### src/design/fsb_pkg.sv
/*
  Shared constants for the format sequencer branch decoder: widths,
  register offsets, field positions, reset values, command codes and
  the enumerations of actions and sequencer states.
  Assumes nothing of its surroundings; imported whole by every module.
*/
package fsb_pkg;

  ////////////////////////////////////////////////////////////////////////
  // widths
  localparam int ADDR_W = 5;
  localparam int DATA_W = 8;
  localparam int REG_A_W = 8;

  ////////////////////////////////////////////////////////////////////////
  // register offsets
  localparam logic [7:0] OFF_BR_ADDR = 8'h78;
  localparam logic [7:0] OFF_CTRL = 8'h79;
  localparam logic [7:0] OFF_STAT = 8'h7A;
  localparam logic [7:0] OFF_SEQ = 8'h7B;
  localparam logic [7:0] OFF_START = 8'h7C;
  localparam logic [7:0] OFF_HALT_CNT = 8'h7D;
  localparam logic [7:0] OFF_SNAP = 8'h7E;

  // reset values
  localparam logic [7:0] RST_BR_ADDR = 8'h00;
  localparam logic [7:0] RST_CTRL = 8'h00;
  localparam logic [7:0] RST_START = 8'h00;

  // control field positions
  localparam int CTRL_SRC_BIT = 0;
  localparam int CTRL_RESTART_BIT = 1;

  // status field positions
  localparam int STAT_HALT_BIT = 0;
  localparam int STAT_ACT_LSB = 1;
  localparam int STAT_CRC_TBL_BIT = 3;
  localparam int STAT_ALT_BIT = 4;

  // snapshot field positions
  localparam int SNAP_CMD_LSB = 0;
  localparam int SNAP_TBL_BIT = 3;
  localparam int SNAP_CRC_BIT = 4;
  localparam int SNAP_NE_BIT = 5;
  localparam int SNAP_MARK_BIT = 6;

  ////////////////////////////////////////////////////////////////////////
  // command codes, crc-aware table
  localparam logic [2:0] CRC_STOP_CRC = 3'b001;
  localparam logic [2:0] CRC_STOP_NE = 3'b010;
  localparam logic [2:0] CRC_STOP_NE_CRC = 3'b011;
  localparam logic [2:0] CRC_JMP_GOOD = 3'b100;
  localparam logic [2:0] CRC_JMP_CRC = 3'b101;
  localparam logic [2:0] CRC_JMP_NE = 3'b110;
  localparam logic [2:0] CRC_JMP_NE_CRC = 3'b111;

  // command codes, plain table
  localparam logic [2:0] PLN_NEXT = 3'b000;
  localparam logic [2:0] PLN_STOP_MARK = 3'b001;
  localparam logic [2:0] PLN_STOP_NE = 3'b011;
  localparam logic [2:0] PLN_JMP = 3'b100;
  localparam logic [2:0] PLN_JMP_MARK = 3'b101;

  typedef enum logic [1:0] {
    ACT_NEXT = 2'b00,
    ACT_STOP = 2'b01,
    ACT_JUMP = 2'b10
  } fsb_act_e;

  typedef enum logic {
    ST_RUN = 1'b0,
    ST_HALT = 1'b1
  } fsb_state_e;

endpackage : fsb_pkg

### src/design/fsb_sync.sv
/*
  Two-flop synchroniser for pin levels entering the formatter clock.
  Assumes the inputs are levels that stay put for several clocks.
*/
module fsb_sync
  import fsb_pkg::*;
#(
  parameter int W = 1
) (
  // clock and reset
  input wire logic sys_clk,
  input wire logic rst,
  // level in and out
  input wire logic [W-1:0] d,
  output logic [W-1:0] q
);

  logic [W-1:0] meta_ff;
  logic [W-1:0] q_ff;

  // first stage feeds the second stage only
  always_ff @(posedge sys_clk) begin
    if (rst) begin
      meta_ff <= '0;
      q_ff <= '0;
    end else begin
      meta_ff <= d;
      q_ff <= meta_ff;
    end
  end

  assign q = q_ff;

endmodule : fsb_sync

### src/design/fsb_cond_eval.sv
/*
  Combinational branch evaluation: picks the command table from the
  word's select bits and the read gate, then decodes the 3-bit command
  against the crc, compare and sector-mark conditions.
  Assumes all inputs are settled in the formatter clock domain.
*/
module fsb_cond_eval
  import fsb_pkg::*;
(
  // table select
  input wire logic alt_sel,
  input wire logic proc_crc,
  input wire logic read_gate,
  // command and conditions
  input wire logic [2:0] cmd,
  input wire logic crc_err,
  input wire logic cmp_ne,
  input wire logic mark_found,
  // result
  output fsb_act_e act,
  output logic crc_table,
  output logic alt_used
);

  function automatic fsb_act_e crc_act(input logic [2:0] c,
                                       input logic e, input logic n);
    fsb_act_e a;
    a = ACT_NEXT;
    case (c)
      CRC_STOP_CRC: if (e) a = ACT_STOP;
      CRC_STOP_NE: if (n) a = ACT_STOP;
      CRC_STOP_NE_CRC: if (n || e) a = ACT_STOP;
      CRC_JMP_GOOD: if (!e && !n) a = ACT_JUMP;
      CRC_JMP_CRC: if (e) a = ACT_JUMP;
      CRC_JMP_NE: if (n) a = ACT_JUMP;
      CRC_JMP_NE_CRC: if (n || e) a = ACT_JUMP;
      default: a = ACT_NEXT;
    endcase
    return a;
  endfunction : crc_act

  function automatic fsb_act_e pln_act(input logic [2:0] c,
                                       input logic n, input logic m);
    fsb_act_e a;
    a = ACT_NEXT;
    case (c)
      PLN_NEXT: a = ACT_NEXT;
      PLN_STOP_MARK: if (m) a = ACT_STOP;
      PLN_STOP_NE: if (n) a = ACT_STOP;
      PLN_JMP: a = ACT_JUMP;
      PLN_JMP_MARK: if (m) a = ACT_JUMP;
      default: a = ACT_NEXT;
    endcase
    return a;
  endfunction : pln_act

  // alternate command set lives elsewhere; here it just continues
  always_comb begin
    alt_used = alt_sel;
    crc_table = !alt_sel && proc_crc && read_gate;
    if (alt_sel) begin
      act = ACT_NEXT;
    end else if (crc_table) begin
      act = crc_act(cmd, crc_err, cmp_ne);
    end else begin
      act = pln_act(cmd, cmp_ne, mark_found);
    end
  end

endmodule : fsb_cond_eval

### src/design/fsb_branch_decode.sv
/*
  Format sequencer branch decoder.  At the end of each sequencer word it
  evaluates the word's branch command and loads the next sequencer
  address, jumps to the branch address, or halts the sequencer.
  Assumes: word fields and crc/compare flags come from logic on sys_clk;
  read gate and sector-mark found arrive from pins; software uses the
  plain register port with read data one cycle after the read strobe.
*/
module fsb_branch_decode
  import fsb_pkg::*;
(
  // clock and reset
  input wire logic sys_clk,
  input wire logic rst,
  // current sequencer word
  input wire logic word_done,
  input wire logic [2:0] word_cmd,
  input wire logic word_alt_sel,
  input wire logic word_proc_crc,
  input wire logic [ADDR_W-1:0] word_next_addr,
  input wire logic [DATA_W-1:0] word_branch_field,
  // datapath conditions
  input wire logic crc_error,
  input wire logic cmp_not_equal,
  // pins
  input wire logic read_gate_pin,
  input wire logic sector_mark_found,
  // register port
  input wire logic [REG_A_W-1:0] reg_addr,
  input wire logic [DATA_W-1:0] reg_wdata,
  input wire logic reg_wr,
  input wire logic reg_rd,
  output logic [DATA_W-1:0] reg_rdata,
  // sequencer address counter
  output logic [ADDR_W-1:0] seq_addr,
  output logic seq_load,
  output logic seq_halted
);

  ////////////////////////////////////////////////////////////////////////
  // pin synchronisers

  logic [1:0] pin_sync;
  logic read_gate;
  logic mark_found;

  fsb_sync #(
    .W(2)
  ) u_pin_sync (
    .sys_clk(sys_clk),
    .rst(rst),
    .d({read_gate_pin, sector_mark_found}),
    .q(pin_sync)
  );

  assign read_gate = pin_sync[1];
  assign mark_found = pin_sync[0];

  ////////////////////////////////////////////////////////////////////////
  // register decode

  function automatic logic hit(input logic [REG_A_W-1:0] a,
                               input logic [7:0] off);
    return a == off;
  endfunction : hit

  logic wr_br_addr;
  logic wr_ctrl;
  logic wr_stat;
  logic wr_start;
  logic wr_halt_cnt;
  logic restart;

  always_comb begin
    wr_br_addr = 1'b0;
    wr_ctrl = 1'b0;
    wr_stat = 1'b0;
    wr_start = 1'b0;
    wr_halt_cnt = 1'b0;
    if (reg_wr && hit(reg_addr, OFF_BR_ADDR)) begin
      wr_br_addr = 1'b1;
    end else if (reg_wr && hit(reg_addr, OFF_CTRL)) begin
      wr_ctrl = 1'b1;
    end else if (reg_wr && hit(reg_addr, OFF_STAT)) begin
      wr_stat = 1'b1;
    end else if (reg_wr && hit(reg_addr, OFF_START)) begin
      wr_start = 1'b1;
    end else if (reg_wr && hit(reg_addr, OFF_HALT_CNT)) begin
      wr_halt_cnt = 1'b1;
    end
  end

  // restart is a self-clearing command bit, never stored
  assign restart = wr_ctrl && reg_wdata[CTRL_RESTART_BIT];

  ////////////////////////////////////////////////////////////////////////
  // software-written registers

  logic [DATA_W-1:0] br_addr_ff;
  logic src_reg_ff;
  logic [ADDR_W-1:0] start_ff;

  always_ff @(posedge sys_clk) begin
    if (rst) begin
      br_addr_ff <= RST_BR_ADDR;
    end else if (wr_br_addr) begin
      br_addr_ff <= reg_wdata;
    end
  end

  always_ff @(posedge sys_clk) begin
    if (rst) begin
      src_reg_ff <= RST_CTRL[CTRL_SRC_BIT];
    end else if (wr_ctrl) begin
      src_reg_ff <= reg_wdata[CTRL_SRC_BIT];
    end
  end

  always_ff @(posedge sys_clk) begin
    if (rst) begin
      start_ff <= RST_START[ADDR_W-1:0];
    end else if (wr_start) begin
      start_ff <= reg_wdata[ADDR_W-1:0];
    end
  end

  ////////////////////////////////////////////////////////////////////////
  // branch evaluation

  fsb_act_e act;
  logic crc_table;
  logic alt_used;
  logic [ADDR_W-1:0] branch_target;
  logic eval;

  fsb_cond_eval u_eval (
    .alt_sel(word_alt_sel),
    .proc_crc(word_proc_crc),
    .read_gate(read_gate),
    .cmd(word_cmd),
    .crc_err(crc_error),
    .cmp_ne(cmp_not_equal),
    .mark_found(mark_found),
    .act(act),
    .crc_table(crc_table),
    .alt_used(alt_used)
  );

  // target source chosen by software, one register bit
  assign branch_target = src_reg_ff ? br_addr_ff[ADDR_W-1:0]
                                    : word_branch_field[ADDR_W-1:0];

  // a restart in the same cycle outranks the word's own branch
  fsb_state_e state_ff;
  fsb_state_e nxt_state;

  assign eval = word_done && state_ff == ST_RUN && !restart;

  ////////////////////////////////////////////////////////////////////////
  // sequencer state

  always_comb begin
    nxt_state = state_ff;
    case (state_ff)
      ST_RUN: begin
        if (eval && act == ACT_STOP) begin
          nxt_state = ST_HALT;
        end
      end
      ST_HALT: begin
        if (restart) begin
          nxt_state = ST_RUN;
        end
      end
      default: nxt_state = ST_RUN;
    endcase
    if (restart) begin
      nxt_state = ST_RUN;
    end
  end

  always_ff @(posedge sys_clk) begin
    if (rst) begin
      state_ff <= ST_RUN;
    end else begin
      state_ff <= nxt_state;
    end
  end

  ////////////////////////////////////////////////////////////////////////
  // address counter load

  logic [ADDR_W-1:0] seq_addr_ff;
  logic [ADDR_W-1:0] nxt_seq_addr;
  logic seq_load_ff;
  logic seq_halted_ff;

  always_comb begin
    nxt_seq_addr = seq_addr_ff;
    if (restart) begin
      nxt_seq_addr = start_ff;
    end else if (eval && act == ACT_JUMP) begin
      nxt_seq_addr = branch_target;
    end else if (eval && act == ACT_NEXT) begin
      nxt_seq_addr = word_next_addr;
    end
  end

  // a stop leaves the address where it was
  always_ff @(posedge sys_clk) begin
    if (rst) begin
      seq_addr_ff <= RST_START[ADDR_W-1:0];
    end else begin
      seq_addr_ff <= nxt_seq_addr;
    end
  end

  always_ff @(posedge sys_clk) begin
    if (rst) begin
      seq_load_ff <= 1'b0;
    end else begin
      seq_load_ff <= restart || (eval && act != ACT_STOP);
    end
  end

  always_ff @(posedge sys_clk) begin
    if (rst) begin
      seq_halted_ff <= 1'b0;
    end else begin
      seq_halted_ff <= nxt_state == ST_HALT;
    end
  end

  assign seq_addr = seq_addr_ff;
  assign seq_load = seq_load_ff;
  assign seq_halted = seq_halted_ff;

  ////////////////////////////////////////////////////////////////////////
  // status and history

  fsb_act_e last_act_ff;
  logic crc_tbl_ff;
  logic alt_seen_ff;
  logic [DATA_W-1:0] halt_cnt_ff;
  logic [6:0] snap_ff;

  always_ff @(posedge sys_clk) begin
    if (rst) begin
      last_act_ff <= ACT_NEXT;
      crc_tbl_ff <= 1'b0;
    end else if (eval) begin
      last_act_ff <= act;
      crc_tbl_ff <= crc_table;
    end
  end

  // sticky; write one to clear, a new event wins over the clear
  always_ff @(posedge sys_clk) begin
    if (rst) begin
      alt_seen_ff <= 1'b0;
    end else if (eval && alt_used) begin
      alt_seen_ff <= 1'b1;
    end else if (wr_stat && reg_wdata[STAT_ALT_BIT]) begin
      alt_seen_ff <= 1'b0;
    end
  end

  // halts since last clear; saturates rather than wraps
  always_ff @(posedge sys_clk) begin
    if (rst) begin
      halt_cnt_ff <= '0;
    end else if (eval && act == ACT_STOP) begin
      if (wr_halt_cnt) begin
        halt_cnt_ff <= DATA_W'(1);
      end else if (halt_cnt_ff != '1) begin
        halt_cnt_ff <= halt_cnt_ff + DATA_W'(1);
      end
    end else if (wr_halt_cnt) begin
      halt_cnt_ff <= '0;
    end
  end

  // conditions seen by the last evaluated word, for retry firmware
  always_ff @(posedge sys_clk) begin
    if (rst) begin
      snap_ff <= '0;
    end else if (eval) begin
      snap_ff[SNAP_CMD_LSB +: 3] <= word_cmd;
      snap_ff[SNAP_TBL_BIT] <= crc_table;
      snap_ff[SNAP_CRC_BIT] <= crc_error;
      snap_ff[SNAP_NE_BIT] <= cmp_not_equal;
      snap_ff[SNAP_MARK_BIT] <= mark_found;
    end
  end

  ////////////////////////////////////////////////////////////////////////
  // read port

  logic [DATA_W-1:0] nxt_rdata;
  logic [DATA_W-1:0] rdata_ff;

  always_comb begin
    nxt_rdata = '0;
    if (!reg_rd) begin
      nxt_rdata = '0;
    end else if (hit(reg_addr, OFF_BR_ADDR)) begin
      nxt_rdata = br_addr_ff;
    end else if (hit(reg_addr, OFF_CTRL)) begin
      nxt_rdata[CTRL_SRC_BIT] = src_reg_ff;
    end else if (hit(reg_addr, OFF_STAT)) begin
      nxt_rdata[STAT_HALT_BIT] = state_ff == ST_HALT;
      nxt_rdata[STAT_ACT_LSB +: 2] = last_act_ff;
      nxt_rdata[STAT_CRC_TBL_BIT] = crc_tbl_ff;
      nxt_rdata[STAT_ALT_BIT] = alt_seen_ff;
    end else if (hit(reg_addr, OFF_SEQ)) begin
      nxt_rdata[ADDR_W-1:0] = seq_addr_ff;
    end else if (hit(reg_addr, OFF_START)) begin
      nxt_rdata[ADDR_W-1:0] = start_ff;
    end else if (hit(reg_addr, OFF_HALT_CNT)) begin
      nxt_rdata = halt_cnt_ff;
    end else if (hit(reg_addr, OFF_SNAP)) begin
      nxt_rdata[6:0] = snap_ff;
    end
  end

  // data stands only in the cycle after the strobe, zero otherwise
  always_ff @(posedge sys_clk) begin
    if (rst) begin
      rdata_ff <= '0;
    end else begin
      rdata_ff <= nxt_rdata;
    end
  end

  assign reg_rdata = rdata_ff;

endmodule : fsb_branch_decode

### config.mk
export PLATFORM = sky130hd
export DESIGN_NAME = fsb_branch_decode
export DESIGN_NICKNAME = d
export VERILOG_FILES = /design/src/design/fsb_pkg.sv /design/src/design/fsb_sync.sv /design/src/design/fsb_cond_eval.sv /design/src/design/fsb_branch_decode.sv
export SDC_FILE = /design/constraint.sdc
export NUM_CORES = 1
export LEC_CHECK = 0
export ABC_AREA = 1
export BUFFER_PORTS_ARGS = -buffer_cell sky130_fd_sc_hd__buf_2
export CAP_MARGIN = 20
export CORE_ASPECT_RATIO = 0.75
export CORE_MARGIN = 5
export CORE_UTILIZATION = 30
export DETAILED_ROUTE_END_ITERATION = 10
export PLACE_DENSITY_LB_ADDON = 0.25
export SETUP_SLACK_MARGIN = 0.05
export SKIP_CTS_REPAIR_TIMING = 1
export SYNTH_ARGS = -nofsm -noshare
export SYNTH_HDL_FRONTEND = slang
export SYNTH_SLANG_ARGS = --single-unit
export TNS_END_PERCENT = 10
### constraint.sdc
create_clock -name sys_clk -period 2.24 [get_ports sys_clk]
set_clock_uncertainty 0.2 [all_clocks]
set_input_delay 0.448 -clock sys_clk [delete_from_list [all_inputs] [get_ports sys_clk]]
set_output_delay 0.448 -clock sys_clk [all_outputs]
set_load 0.005 [all_outputs]
* Yosys cells after proc, flatten, opt, wreduce, memory -nomap -nowiden
Index checks and enable logic that the tools add are counted.
** Operators by class
- Reductions and logical operators :: 31
- Add/subtract/negate cells :: 1
- Bitwise operators :: 2
- Muxes and demuxes :: 52
- Equal/unequal tests :: 18
** Operator list (number)
- 8-bit by 7-bit equality test with 1-bit output, second input constant :: 7
- 8-bit 2-to-1 mux :: 5
- 5-bit 2-to-1 mux :: 7
- 1-bit 2-to-1 mux :: 24
- 7-bit 2-to-1 mux :: 3
- 1-bit logical AND :: 17
- 2-bit 2-to-1 mux :: 7
- 2-bit case mux with 7 select lines :: 1
- 3-bit equality test, second input constant :: 4
- 3-bit 2-to-1 mux :: 3
- 8-bit by 1-bit adder with 8-bit output, second input constant :: 1
- 8-bit != test, second input constant :: 1
- 2-bit case mux with 4 select lines :: 1
- 3-bit by 2-bit equality test with 1-bit output, second input constant :: 2
- 2-bit nonzero test :: 3
- 1-bit logical NOT :: 4
- 2-bit OR reduction :: 2
- 3-bit by 1-bit equality test with 1-bit output, second input constant :: 1
- 3-bit nonzero test :: 1
- 2-bit by 1-bit equality test with 1-bit output, second input constant :: 1
- 2-bit equality test, second input constant :: 1
- 2-bit logical NOT :: 1
- 1-bit logical OR :: 2
- 2-bit by 1-bit != test with 1-bit output, second input constant :: 1
- 3 further kinds :: 4
** Word-level totals
- Input bits :: 43
- Output and inout bits :: 15
- Register bits :: 52

* Longest topological paths before layout
Gate-level depths: netlist (run 1).
- Depth after elaboration :: 11
- Gate-level depth with buffers :: 11

* By module
A second synthesis (run 1) with hierarchy kept.
** Second synthesis, totals
- Cells, all modules :: 410
- Area, all modules :: 2791.4 um2
** By module, submodules not included
- fsb_branch_decode :: sequential area each 940.9 um2, instances 1, cells an instance 370, area each 2557.5 um2
- fsb_cond_eval :: sequential area each 0.0 um2, instances 1, cells an instance 28, area each 123.9 um2
- fsb_sync :: sequential area each 80.1 um2, instances 1, cells an instance 12, area each 110.1 um2

* Least setup slack after synthesis (run 1)
No wires, ideal clock.
- Kind :: input -> register
- Start :: input port reg_addr[7]
- End :: register rdata_ff[2] (netlist: reg_rdata[2])
- Setup slack :: 0.466 ns
- Data required time :: 1.919 ns
- Path buffers :: 0
- Stages :: 9
- Arrival time :: 1.453 ns
- Setup time :: 0.121 ns
- Path through :: inv_1 nand2_1 nor2_4 nand2_1 inv_1 nand2_2 or2_2 nand2_1 a21oi_1
** Between the ends
- Longest elaborated chain between the ends :: 8
** RTL lines
- from (decl) :: RTL line fsb_branch_decode.sv:29 : input wire logic [REG_A_W-1:0] reg_addr,
- 8-bit by 7-bit equality test with 1-bit output :: RTL line fsb_branch_decode.sv:64 : return a == off;
- 7-bit 2-to-1 mux :: RTL line fsb_branch_decode.sv:321 : end else if (hit(reg_addr, OFF_SNAP)) begin
- 7-bit 2-to-1 mux :: RTL line fsb_branch_decode.sv:319 : end else if (hit(reg_addr, OFF_HALT_CNT)) begin
- 5-bit 2-to-1 mux :: RTL line fsb_branch_decode.sv:317 : end else if (hit(reg_addr, OFF_START)) begin
- 5-bit 2-to-1 mux :: RTL line fsb_branch_decode.sv:315 : end else if (hit(reg_addr, OFF_SEQ)) begin
- 5-bit 2-to-1 mux :: RTL line fsb_branch_decode.sv:310 : end else if (hit(reg_addr, OFF_STAT)) begin
- 7-bit 2-to-1 mux :: RTL line fsb_branch_decode.sv:308 : end else if (hit(reg_addr, OFF_CTRL)) begin
- 8-bit 2-to-1 mux (*) :: RTL line fsb_branch_decode.sv:306 : end else if (hit(reg_addr, OFF_BR_ADDR)) begin
- to (signal assigned) :: RTL line fsb_branch_decode.sv:331 : rdata_ff <= nxt_rdata;
- to (decl) :: RTL line fsb_branch_decode.sv:300 : logic [DATA_W-1:0] rdata_ff;
Every way passes the cells marked *; elsewhere a longest branch is shown, timed or not.
A chain may end at the register's enable or synchronous reset.

* Final worst setup path (run 1)
- Start :: register halt_cnt_ff[0]
- End :: register halt_cnt_ff[3]
** Between the ends
- Longest elaborated chain between the ends :: 4
** RTL lines
- from (decl) :: RTL line fsb_branch_decode.sv:244 : logic [DATA_W-1:0] halt_cnt_ff;
- from (signal assigned) :: RTL line fsb_branch_decode.sv:276 : halt_cnt_ff <= halt_cnt_ff + DATA_W'(1);
- 8-bit by 1-bit adder with 8-bit output :: RTL line fsb_branch_decode.sv:276
- 8-bit 2-to-1 mux :: RTL line fsb_branch_decode.sv:275 : end else if (halt_cnt_ff != '1) begin
- 8-bit 2-to-1 mux :: RTL line fsb_branch_decode.sv:273 : if (wr_halt_cnt) begin
- 8-bit 2-to-1 mux :: RTL line fsb_branch_decode.sv:272 : end else if (eval && act == ACT_STOP) begin
Parallel ways exist; a longest one is shown, timed or not. The select of a mux whose other input is x is not followed.

==> run metrics, run 1 <==
outcome=completed; Synth Area in Simple Gates=38.2%; H-tree depth=2; Post-Synthesis Cells=400; main combinational cell family by area after synthesis=simple AND/OR/NAND/NOR gates; # IOs=58; Leakage=1.49 nW; Net Sw Frac=25.3%; final period utilization=90.6%; placed cell area=3110 µm²; CP max FO=8; Total GRT Usage=14.2%; commonest cells after routing, fill and taps aside=nand2_1, nor2_1, buf_2; post-DP HPWL=6.02 mm; Final setup viols=0; Final Hold Fails=0; Iter 0 DRT Violations=164; Seq pwr share=50.0%; Synth Cell Area=2690 µm²; mux share of post-synthesis cell area=1.86%; Max Clk Rate=0.493 GHz; wire per inst=13.4 µm; FF+latch count, synth=51; Remaining DRCs=0; gr ovfl total=0; root buf cell=clkbuf_16; Clock Tree Buf Depth=2; Pre-antenna DRT Iters=4; largest net degree at the start of global routing=29; unrepaired setup endpoints after global routing=no; post-synthesis adder-cell area fraction=0.466%; placed cell count=562; worst relative slew slack=69.6%; nets=505; antenna fix cells=0; startpoint class of the critical path=flip-flop; area leader, netlist=dfxtp_1; net switching power=480 µW; Avg Cell Area, Syn=6.72 µm²; Tmin final=2.03 ns; row cnt=29; Antenna Nets Post-Route=0; combinational share of power=10.0%; crit path kind=flip-flop to flip-flop; Post-Syn Nets=444; Final Total Pwr=1.90 mW; crit path DAT=2.02 ns; Die W=119 µm; total die area=11,000 µm²; area added between synthesis and finish=21.3%; Pwr per Cell Area=582 nW/µm²; layout cells sized above 1=19.9%; critical path required time=2.23 ns; worst-margin pin slew=0.455 ns; via count=2,670; Max Slew Vio Count=0; commonest non-fill, non-tap cell in the layout=nand2_1; Netlist cell types=30; Starting Density=31.3%; first-pass GRT wire length=12.7 mm; Final Cell Area=3260 µm²; Die Span Y=92.0 µm; initial antenna violation count=0; routability cong.=0.847; Worst Hold Class=input pin to flip-flop; synth top area cells=dfxtp_1, nand2_1, nand3_1, nor2_1, a21oi_1; core area=8600 µm²; Port Buf Inserts=54; Worst-path clk slew=0.07 ns; Clock power frac=40.0%; share of the synthesized area in the top cell type=38.0%; # Max-Cap Violations=0; ys async rst share=0%; CTS tree=done; Core Util, Final=37.9%; setup TNS=0 ns; Clock Latency Late Sink=0.29 ns; VDD IR max=323 µV; vias in the first global route=2,533; EDFF count, synth=0; Vias/cell=4.68; fillers=962; Post-Synth XOR/XNOR Area=1.63%; CP endpoint kind=flip-flop; Main synth FF type=dfxtp_1; post-route insts no fill=570; Clock Sinks=51; Seq/Total Area, Yosys=38.0%; Compound-Gate Fraction of Synth Area=11.7%; total wire length=7.63 mm; synth warn=0; Num CTS Buffers=5; Internal=1.42 mW
## logic make-up (layout without fill, tap and decap cells)
family | after synthesis | count (layout)
buf+inv | 53 | 115
fa+ha+maj | 1 | 1
flops | 51 | 51
xor+xnor | 5 | 5
simple gates | 228 | 228
compound gates | 57 | 57
mux | 5 | 5
## layer usage
metal	wire length [µm]	track usage, %
met5	0	0
met4	36	2.96
met3	398	3.14
met2	3150	20.7
met1	4040	21.5
## per-stage QoR
| stage | hold slack, ns | worst slack, ns |
|---|---|---|
| floorplan | 0.188 | 0.466 |
| global placement | 0.192 | 0.178 |
| detailed placement | 0.197 | 0.162 |
| CTS | 0.151 | 0.233 |
| global route | 0.160 | 0.0728 |
| finish | 0.152 | 0.210 |
## worst max-delay path, stage by stage, from the launching register on
cell and delay [ns]:
dfxtp_1 0.39, ha_1 0.22, nand3_1 0.14, nor3_2 0.23
nand3_1 0.32, nand2_4 0.23, nand3_1 0.09, nand2_1 0.07
nor2_1 0.04
## registers in the layout, indices dropped and copies added, names as in the netlist, 2 cells and up
name	cells
u_pin_sync.q	2
halt_cnt_ff	8
u_pin_sync.meta_ff	2
br_addr_ff	8
seq_addr	5
last_act_ff	2
reg_rdata	8
snap_ff	7
start_ff	5
## power by group through the flow
stage	clock network [mW]	registers, mW	logic, mW
2_1_floorplan	0	0.964	0.107
3_3_place_gp	0	0.968	0.189
3_5_place_dp	0	0.968	0.190
4_1_cts	0.776	0.947	0.192
5_1_grt	0.810	0.949	0.217
6_report	0.758	0.947	0.190
## cells in the mapped netlist, types with 4 or more instances
cell type / count
a21oi_1: 36
clkbuf_1: 7
dfxtp_1: 51
inv_1: 41
mux2i_1: 5
nand2_1: 104
nand3_1: 44
nand4_1: 4
nor2_1: 57
nor2_4: 5
o21ai_0: 15
xor2_1: 4
## final timing paths
path	start	to	slack, ns	cells after the start
setup / recovery	halt_cnt_ff[0]	halt_cnt_ff[3]	0.21	8
hold reg to reg	u_pin_sync.meta_ff[1]	u_pin_sync.q[1]	0.20	2
setup reg to reg	halt_cnt_ff[0]	halt_cnt_ff[3]	0.21	8
hold / removal	read_gate_pin	u_pin_sync.meta_ff[1]	0.15	3
## cell type report
cell class | instances | area (µm²) | area share [%]
clock buffers | 5 | 125 | 3.84
inverters | 42 | 158 | 4.84
multi-input cells | 296 | 1450 | 44.4
repair buffers | 65 | 353 | 10.8
flip-flops and latches | 51 | 1020 | 31.3
well taps | 108 | 135 | 4.15
clock inverters | 3 | 20.0 | 0.614
No activity file was read; power rests on OpenSTA's default activity.
==> inputs of run 2 (changes only) <==
- CORE_MARGIN: 5 -> not set
==> run 2 against run 1 <==
Net effect: the run now ends with design-rule violations left; sequential share of layout area about the same; largest cell class unchanged; clock power grew 13%; worst setup slack gained 0.024 ns; via count rose by 0.26%; global-route usage rose by 2.8 points; fmax up 1.2%; power increased by 5.2%; die area down 15%; flip-flop and latch count stayed put; count of clock-buffer cells in the layout grew 1.
==> run metrics, run 2 (synthesized netlist as in run 1, its figures left out) <==
Internal=1.52 mW (+7.6%); Antenna Nets Post-Route=0 (unchanged); Vias/cell=4.72 (+0.79%); Clock power frac=43.1% (+3.1 points); critical path required time=2.23 ns (about the same); outcome=finished, violations left; commonest non-fill, non-tap cell in the layout=nand2_1; core area=8560 µm² (-0.42%); Max Slew Vio Count=0 (unchanged); routability cong.=0.827 (-2.4%); wire per inst=13.3 µm (-0.41%); Clock Tree Buf Depth=2 (unchanged); Total GRT Usage=17.0% (+2.8 points); gr ovfl total=0 (unchanged); VDD IR max=323 µV (-0.12%); Die W=111 µm (-6.7%); total wire length=7.56 mm (-0.93%); Die Span Y=84.0 µm (-8.7%); post-DP HPWL=5.88 mm (-2.4%); Final Cell Area=3260 µm² (about the same); # IOs=58 (unchanged); CP max FO=8 (unchanged); Seq pwr share=47.5% (-2.5 points); Worst Hold Class=input pin to flip-flop; total die area=9350 µm² (-15%); Max Clk Rate=0.498 GHz (+1.2%); startpoint class of the critical path=flip-flop; Remaining DRCs=14 (+14); Iter 0 DRT Violations=219 (+34%); Clock Sinks=51 (unchanged); post-route insts no fill=567 (-0.53%); placed cell count=560 (-0.36%); violations in the final reports=design-rule violations; placed cell area=3100 µm² (-0.48%); CP endpoint kind=flip-flop; H-tree depth=2 (unchanged); Final setup viols=0 (unchanged); area added between synthesis and finish=21.2% (about the same); worst-margin pin slew=0.447 ns (-0.00771 ns); CTS tree=done; fillers=940 (-2.3%); row cnt=29 (unchanged); # Max-Cap Violations=0 (unchanged); Leakage=1.49 nW (about the same); commonest cells after routing, fill and taps aside=nand2_1, nor2_1, buf_2; first-pass GRT wire length=12.4 mm (-2.2%); via count=2,677 (+0.26%); worst relative slew slack=70.1% (+0.52 points); final hold slack=0.151 ns (-0.00102 ns); Clock Latency Late Sink=0.29 ns (about the same); Pwr per Cell Area=612 nW/µm² (+5.3%); Port Buf Inserts=54 (unchanged); crit path kind=flip-flop to flip-flop; root buf cell=clkbuf_16; multi-input logic area=1450 µm² (unchanged); antenna fix cells=0 (unchanged); crit path DAT=2.00 ns (-0.02 ns); Final Hold Fails=0 (unchanged); Net Sw Frac=23.6% (-1.7 points); final period utilization=89.6% (-1.1 points); Starting Density=31.4% (+0.13 points); largest net degree at the start of global routing=29 (unchanged); layout cells sized above 1=19.2% (-0.74 points); initial antenna violation count=0 (unchanged); setup TNS=0 ns (unchanged); sequential cell area=1020 µm² (unchanged); Tmin final=2.01 ns (-0.0236 ns); Num CTS Buffers=5 (unchanged); Pre-antenna DRT Iters=8 (+4); vias in the first global route=2,518 (-0.59%); nets=503 (-0.40%); combinational share of power=9.4% (-0.6 points); net switching power=471 µW (-2.0%); Worst-path clk slew=0.07 ns (about the same); unrepaired setup endpoints after global routing=no
-- run 2: changes by cell type in the layout (fill, tap and decap cells not counted) --
cell	delta
buf_4	-2
clkinvlp_4	-2
clkbuf_1	+1
bufinv_16	+1
clkinv_2	-1
-- run 2: critical path: stages, from the launching register on --
cell and delay (ns):
dfxtp_1 0.39, ha_1 0.22, nand3_1 0.14, nor3_2 0.22, nand3_1 0.31, nand2_4 0.23
nand3_1 0.09, nand2_1 0.07, nor2_1 0.04
-- run 2: final timing paths --
kind,from,end,slack (ns),cells past startpoint
worst max-delay path,halt_cnt_ff[0],halt_cnt_ff[6],0.23,8
worst min register to register,u_pin_sync.meta_ff[1],u_pin_sync.q[1],0.20,2
worst max register to register,halt_cnt_ff[0],halt_cnt_ff[6],0.23,8
worst min-delay path,sector_mark_found,u_pin_sync.meta_ff[0],0.15,3
-- run 2: layer usage --
metal / vias up / GRT usage [%] / wire, µm
li1: 1405 / - / -
met1: 1194 / 25.1 / 3950
met2: 70 / 24.5 / 3060
met3: 8 / 3.99 / 470
met4: 0 / 4.42 / 76
met5: - / 0 / 0
-- run 2: power groups by stage --
| stage | Combinational, mW | Sequential, mW | Clock, mW |
|---|---|---|---|
| 2_1_floorplan | 0.107 | 0.964 | 0 |
| 3_3_place_gp | 0.187 | 0.968 | 0 |
| 3_5_place_dp | 0.189 | 0.968 | 0 |
| 4_1_cts | 0.189 | 0.947 | 0.883 |
| 5_1_grt | 0.212 | 0.949 | 0.919 |
| 6_report | 0.188 | 0.948 | 0.859 |
-- run 2: cell type report --
class | instances | area share, %
clock buffer | 6 | 3.96
clock inverter | 1 | 0.922
inverter | 42 | 4.84
multi-input combinational | 296 | 44.4
sequential | 51 | 31.3
tap | 108 | 4.15
timing repair buffer | 63 | 10.4
-- run 2: stage by stage --
stage               power, mW  worst slack, ns  util [%]
floorplan                1.07            0.466         -
global placement         1.16            0.162      36.2
detailed placement       1.16            0.136      36.2
CTS                      2.02            0.266      38.0
global route             2.08           0.0825      38.0
finish                   1.99            0.233      38.0
==> inputs of run 3 (changes only) <==
- SYNTH_HIERARCHICAL: not set -> 1
==> run 3 against run 2 <==
Net effect: non-clock buffer count is the same; worst hold slack better by 0.011 ns; die area rose by 3.8%; the flow now finishes without violations; global-route usage grew 0.55 points; critical path depth grew 1; sequential share of layout area shrank 0.92 points; synthesized cell count rose by 2.5%; clock power down 14%; via count increased by 5.9%; core utilization shrank 0.94 points; sequential power is essentially flat.
==> run metrics, run 3 <==
combinational share of power=10.7% (+1.3 points); placed cell area=3220 µm² (+3.8%); Internal=1.41 mW (-7.2%); Num CTS Buffers=5 (unchanged); antenna fix cells=0 (unchanged); Worst Hold Class=input pin to flip-flop; Total GRT Usage=17.6% (+0.55 points); Vias/cell=4.74 (+0.41%); Post-Synthesis Cells=410 (+2.5%); Leakage=1.52 nW (+2.0%); CP endpoint kind=flip-flop; unrepaired setup endpoints after global routing=no; routability cong.=0.902 (+9.1%); largest net degree at the start of global routing=21 (-28%); Clock Tree Buf Depth=2 (unchanged); Net Sw Frac=25.1% (+1.5 points); worst relative slew slack=73.4% (+3.3 points); wire per inst=13.3 µm (-0.25%); Seq pwr share=50.2% (+2.7 points); via count=2,835 (+5.9%); Final Hold Fails=0 (unchanged); critical path required time=2.21 ns (-0.02 ns); # IOs=58 (unchanged); ys async rst share=0% (unchanged); Synth Cell Area=2790 µm² (+3.9%); Clock power frac=39.1% (-4.0 points); Core Util, Final=37.1% (-0.94 points); H-tree depth=2 (unchanged); Seq/Total Area, Yosys=36.6% (-1.4 points); gr busiest metal=met1; startpoint class of the critical path=flip-flop; commonest non-fill, non-tap cell in the layout=nand2_1; Final Cell Area=3360 µm² (+3.0%); Clock Latency Late Sink=0.29 ns (about the same); Die W=113 µm (+1.9%); Post-Syn Nets=454 (+2.3%); GR Util met2=23.6% (-0.84 points); Netlist cell types=34 (+13%); met1 usage=27.7% (+2.7 points); EDFF count, synth=0 (unchanged); VDD IR max=259 µV (-20%); area added between synthesis and finish=20.3%; Worst-path clk slew=0.06 ns (about the same); post-route insts no fill=598 (+5.5%); synth top area cells=dfxtp_1, nand2_1, a21oi_1, inv_1, nand3_1; most numerous cell in the Yosys netlist=nand2_1; first-pass GRT wire length=13.0 mm (+5.2%); synth warn=6 (+6); outcome=completed; worst-margin pin slew=0.398 ns (-0.0491 ns); setup TNS=0 ns (unchanged); Pre-antenna DRT Iters=4 (-4); Port Buf Inserts=54 (unchanged); net switching power=473 µW (+0.46%); post-DP HPWL=6.33 mm (+7.7%); top cells by count, synth=nand2_1, dfxtp_1, inv_1; Final setup viols=0 (unchanged); gr ovfl total=0 (unchanged); Tmin final=1.89 ns (-0.113 ns); placed cell count=590 (+5.4%); crit path kind=flip-flop to flip-flop; commonest cells after routing, fill and taps aside=nand2_1, buf_2, dfxtp_1; met3 usage=3.67% (-0.32 points); area leader, netlist=dfxtp_1; Pwr per Cell Area=562 nW/µm² (-8.2%); core area=9050 µm² (+5.6%); nets=513 (+2.0%); layout cells sized above 1=22.8% (+3.6 points); Avg Cell Area, Syn=6.81 µm² (+1.3%); CP max FO=9 (+1); Remaining DRCs=0 (-14); Clock Sinks=51 (unchanged); row cnt=30 (+3.4%); total die area=9700 µm² (+3.8%); Max Slew Vio Count=0 (unchanged); root buf cell=clkbuf_16; Main synth FF type=dfxtp_1; vias in the first global route=2,571 (+2.1%); total wire length=7.95 mm (+5.2%); Die Span Y=85.5 µm (+1.9%); final period utilization=84.6% (-5.0 points); crit path DAT=1.87 ns (-0.13 ns); # Max-Cap Violations=0 (unchanged); Antenna Nets Post-Route=0 (unchanged); Max Clk Rate=0.528 GHz (+5.9%); Iter 0 DRT Violations=188 (-14%); share of the synthesized area in the top cell type=36.6% (-1.4 points); initial antenna violation count=0 (unchanged); Starting Density=30.9% (-0.53 points); CTS tree=done; FF+latch count, synth=51 (unchanged)
-- run 3: changes by cell type in the layout (fill, tap and decap cells not counted), sizes merged, moves of 7 or more --
cell,change
nor2,-18
nand4,+16
o21ai,+14
nand3,-13
nand2,+7
or2,+7
-- run 3: cells by family after synthesis --
logic type | count (synthesis) | share of synthesized area (%)
adder cells (fa/ha/maj) | 1 | 0.448
XOR/XNOR | 2 | 0.628
buffers and inverters | 58 | 8.92
flip-flops | 51 | 36.6
AND/OR/NAND/NOR | 230 | 40.7
AO/OA/AOI/OAI | 68 | 12.8
-- run 3: worst max-delay path: stages (launching register included) --
cell,delay (ns)
dfxtp_1,0.41
ha_1,0.22
and3_1,0.23
nand3_2,0.09
nor2_2,0.11
nand2_1,0.13
nand2_4,0.17
nand2_4,0.08
nand2_1,0.08
a21oi_1,0.06
-- run 3: per-layer routing --
layer	vias to the layer above	part of all wire, %
li1	1460	-
met1	1276	53
met2	92	37
met3	7	9.6
met4	0	0.88
met5	-	0
-- run 3: worst paths after layout --
check / start / end / slack [ns] / cells after the start
setup / recovery: halt_cnt_ff[0] / halt_cnt_ff[5] / 0.35 / 9
hold / removal: read_gate_pin / u_pin_sync/meta_ff[1] / 0.16 / 3
setup reg to reg: halt_cnt_ff[0] / halt_cnt_ff[5] / 0.35 / 9
hold reg to reg: u_pin_sync/meta_ff[1] / u_pin_sync/q[1] / 0.21 / 2
-- run 3: layout make-up --
cell class | instances | area, µm²
clock buffer | 5 | 125
clock inverter | 3 | 15.0
fill | 1001 | 5690
inverter | 47 | 176
multi-input combinational | 301 | 1520
sequential | 51 | 1020
tap | 128 | 160
timing repair buffer | 63 | 338
-- run 3: power groups by stage --
stage                     registers (mW)  logic (mW)  clock network (mW)
after global placement             0.967       0.198                   0
after floorplan                    0.962       0.116                   0
after detailed placement           0.968       0.200                   0
after global routing               0.950       0.227               0.808
after CTS                          0.947       0.201               0.770
final                              0.947       0.202               0.738
-- run 3: stage by stage --
step / setup slack, ns / power [mW] / hold WS, ns
after global placement: 0.132 / 1.17 / 0.196
final: 0.346 / 1.89 / 0.162
after CTS: 0.362 / 1.92 / 0.157
after floorplan: 0.423 / 1.08 / 0.188
after detailed placement: 0.104 / 1.17 / 0.204
after global routing: 0.199 / 1.98 / 0.157
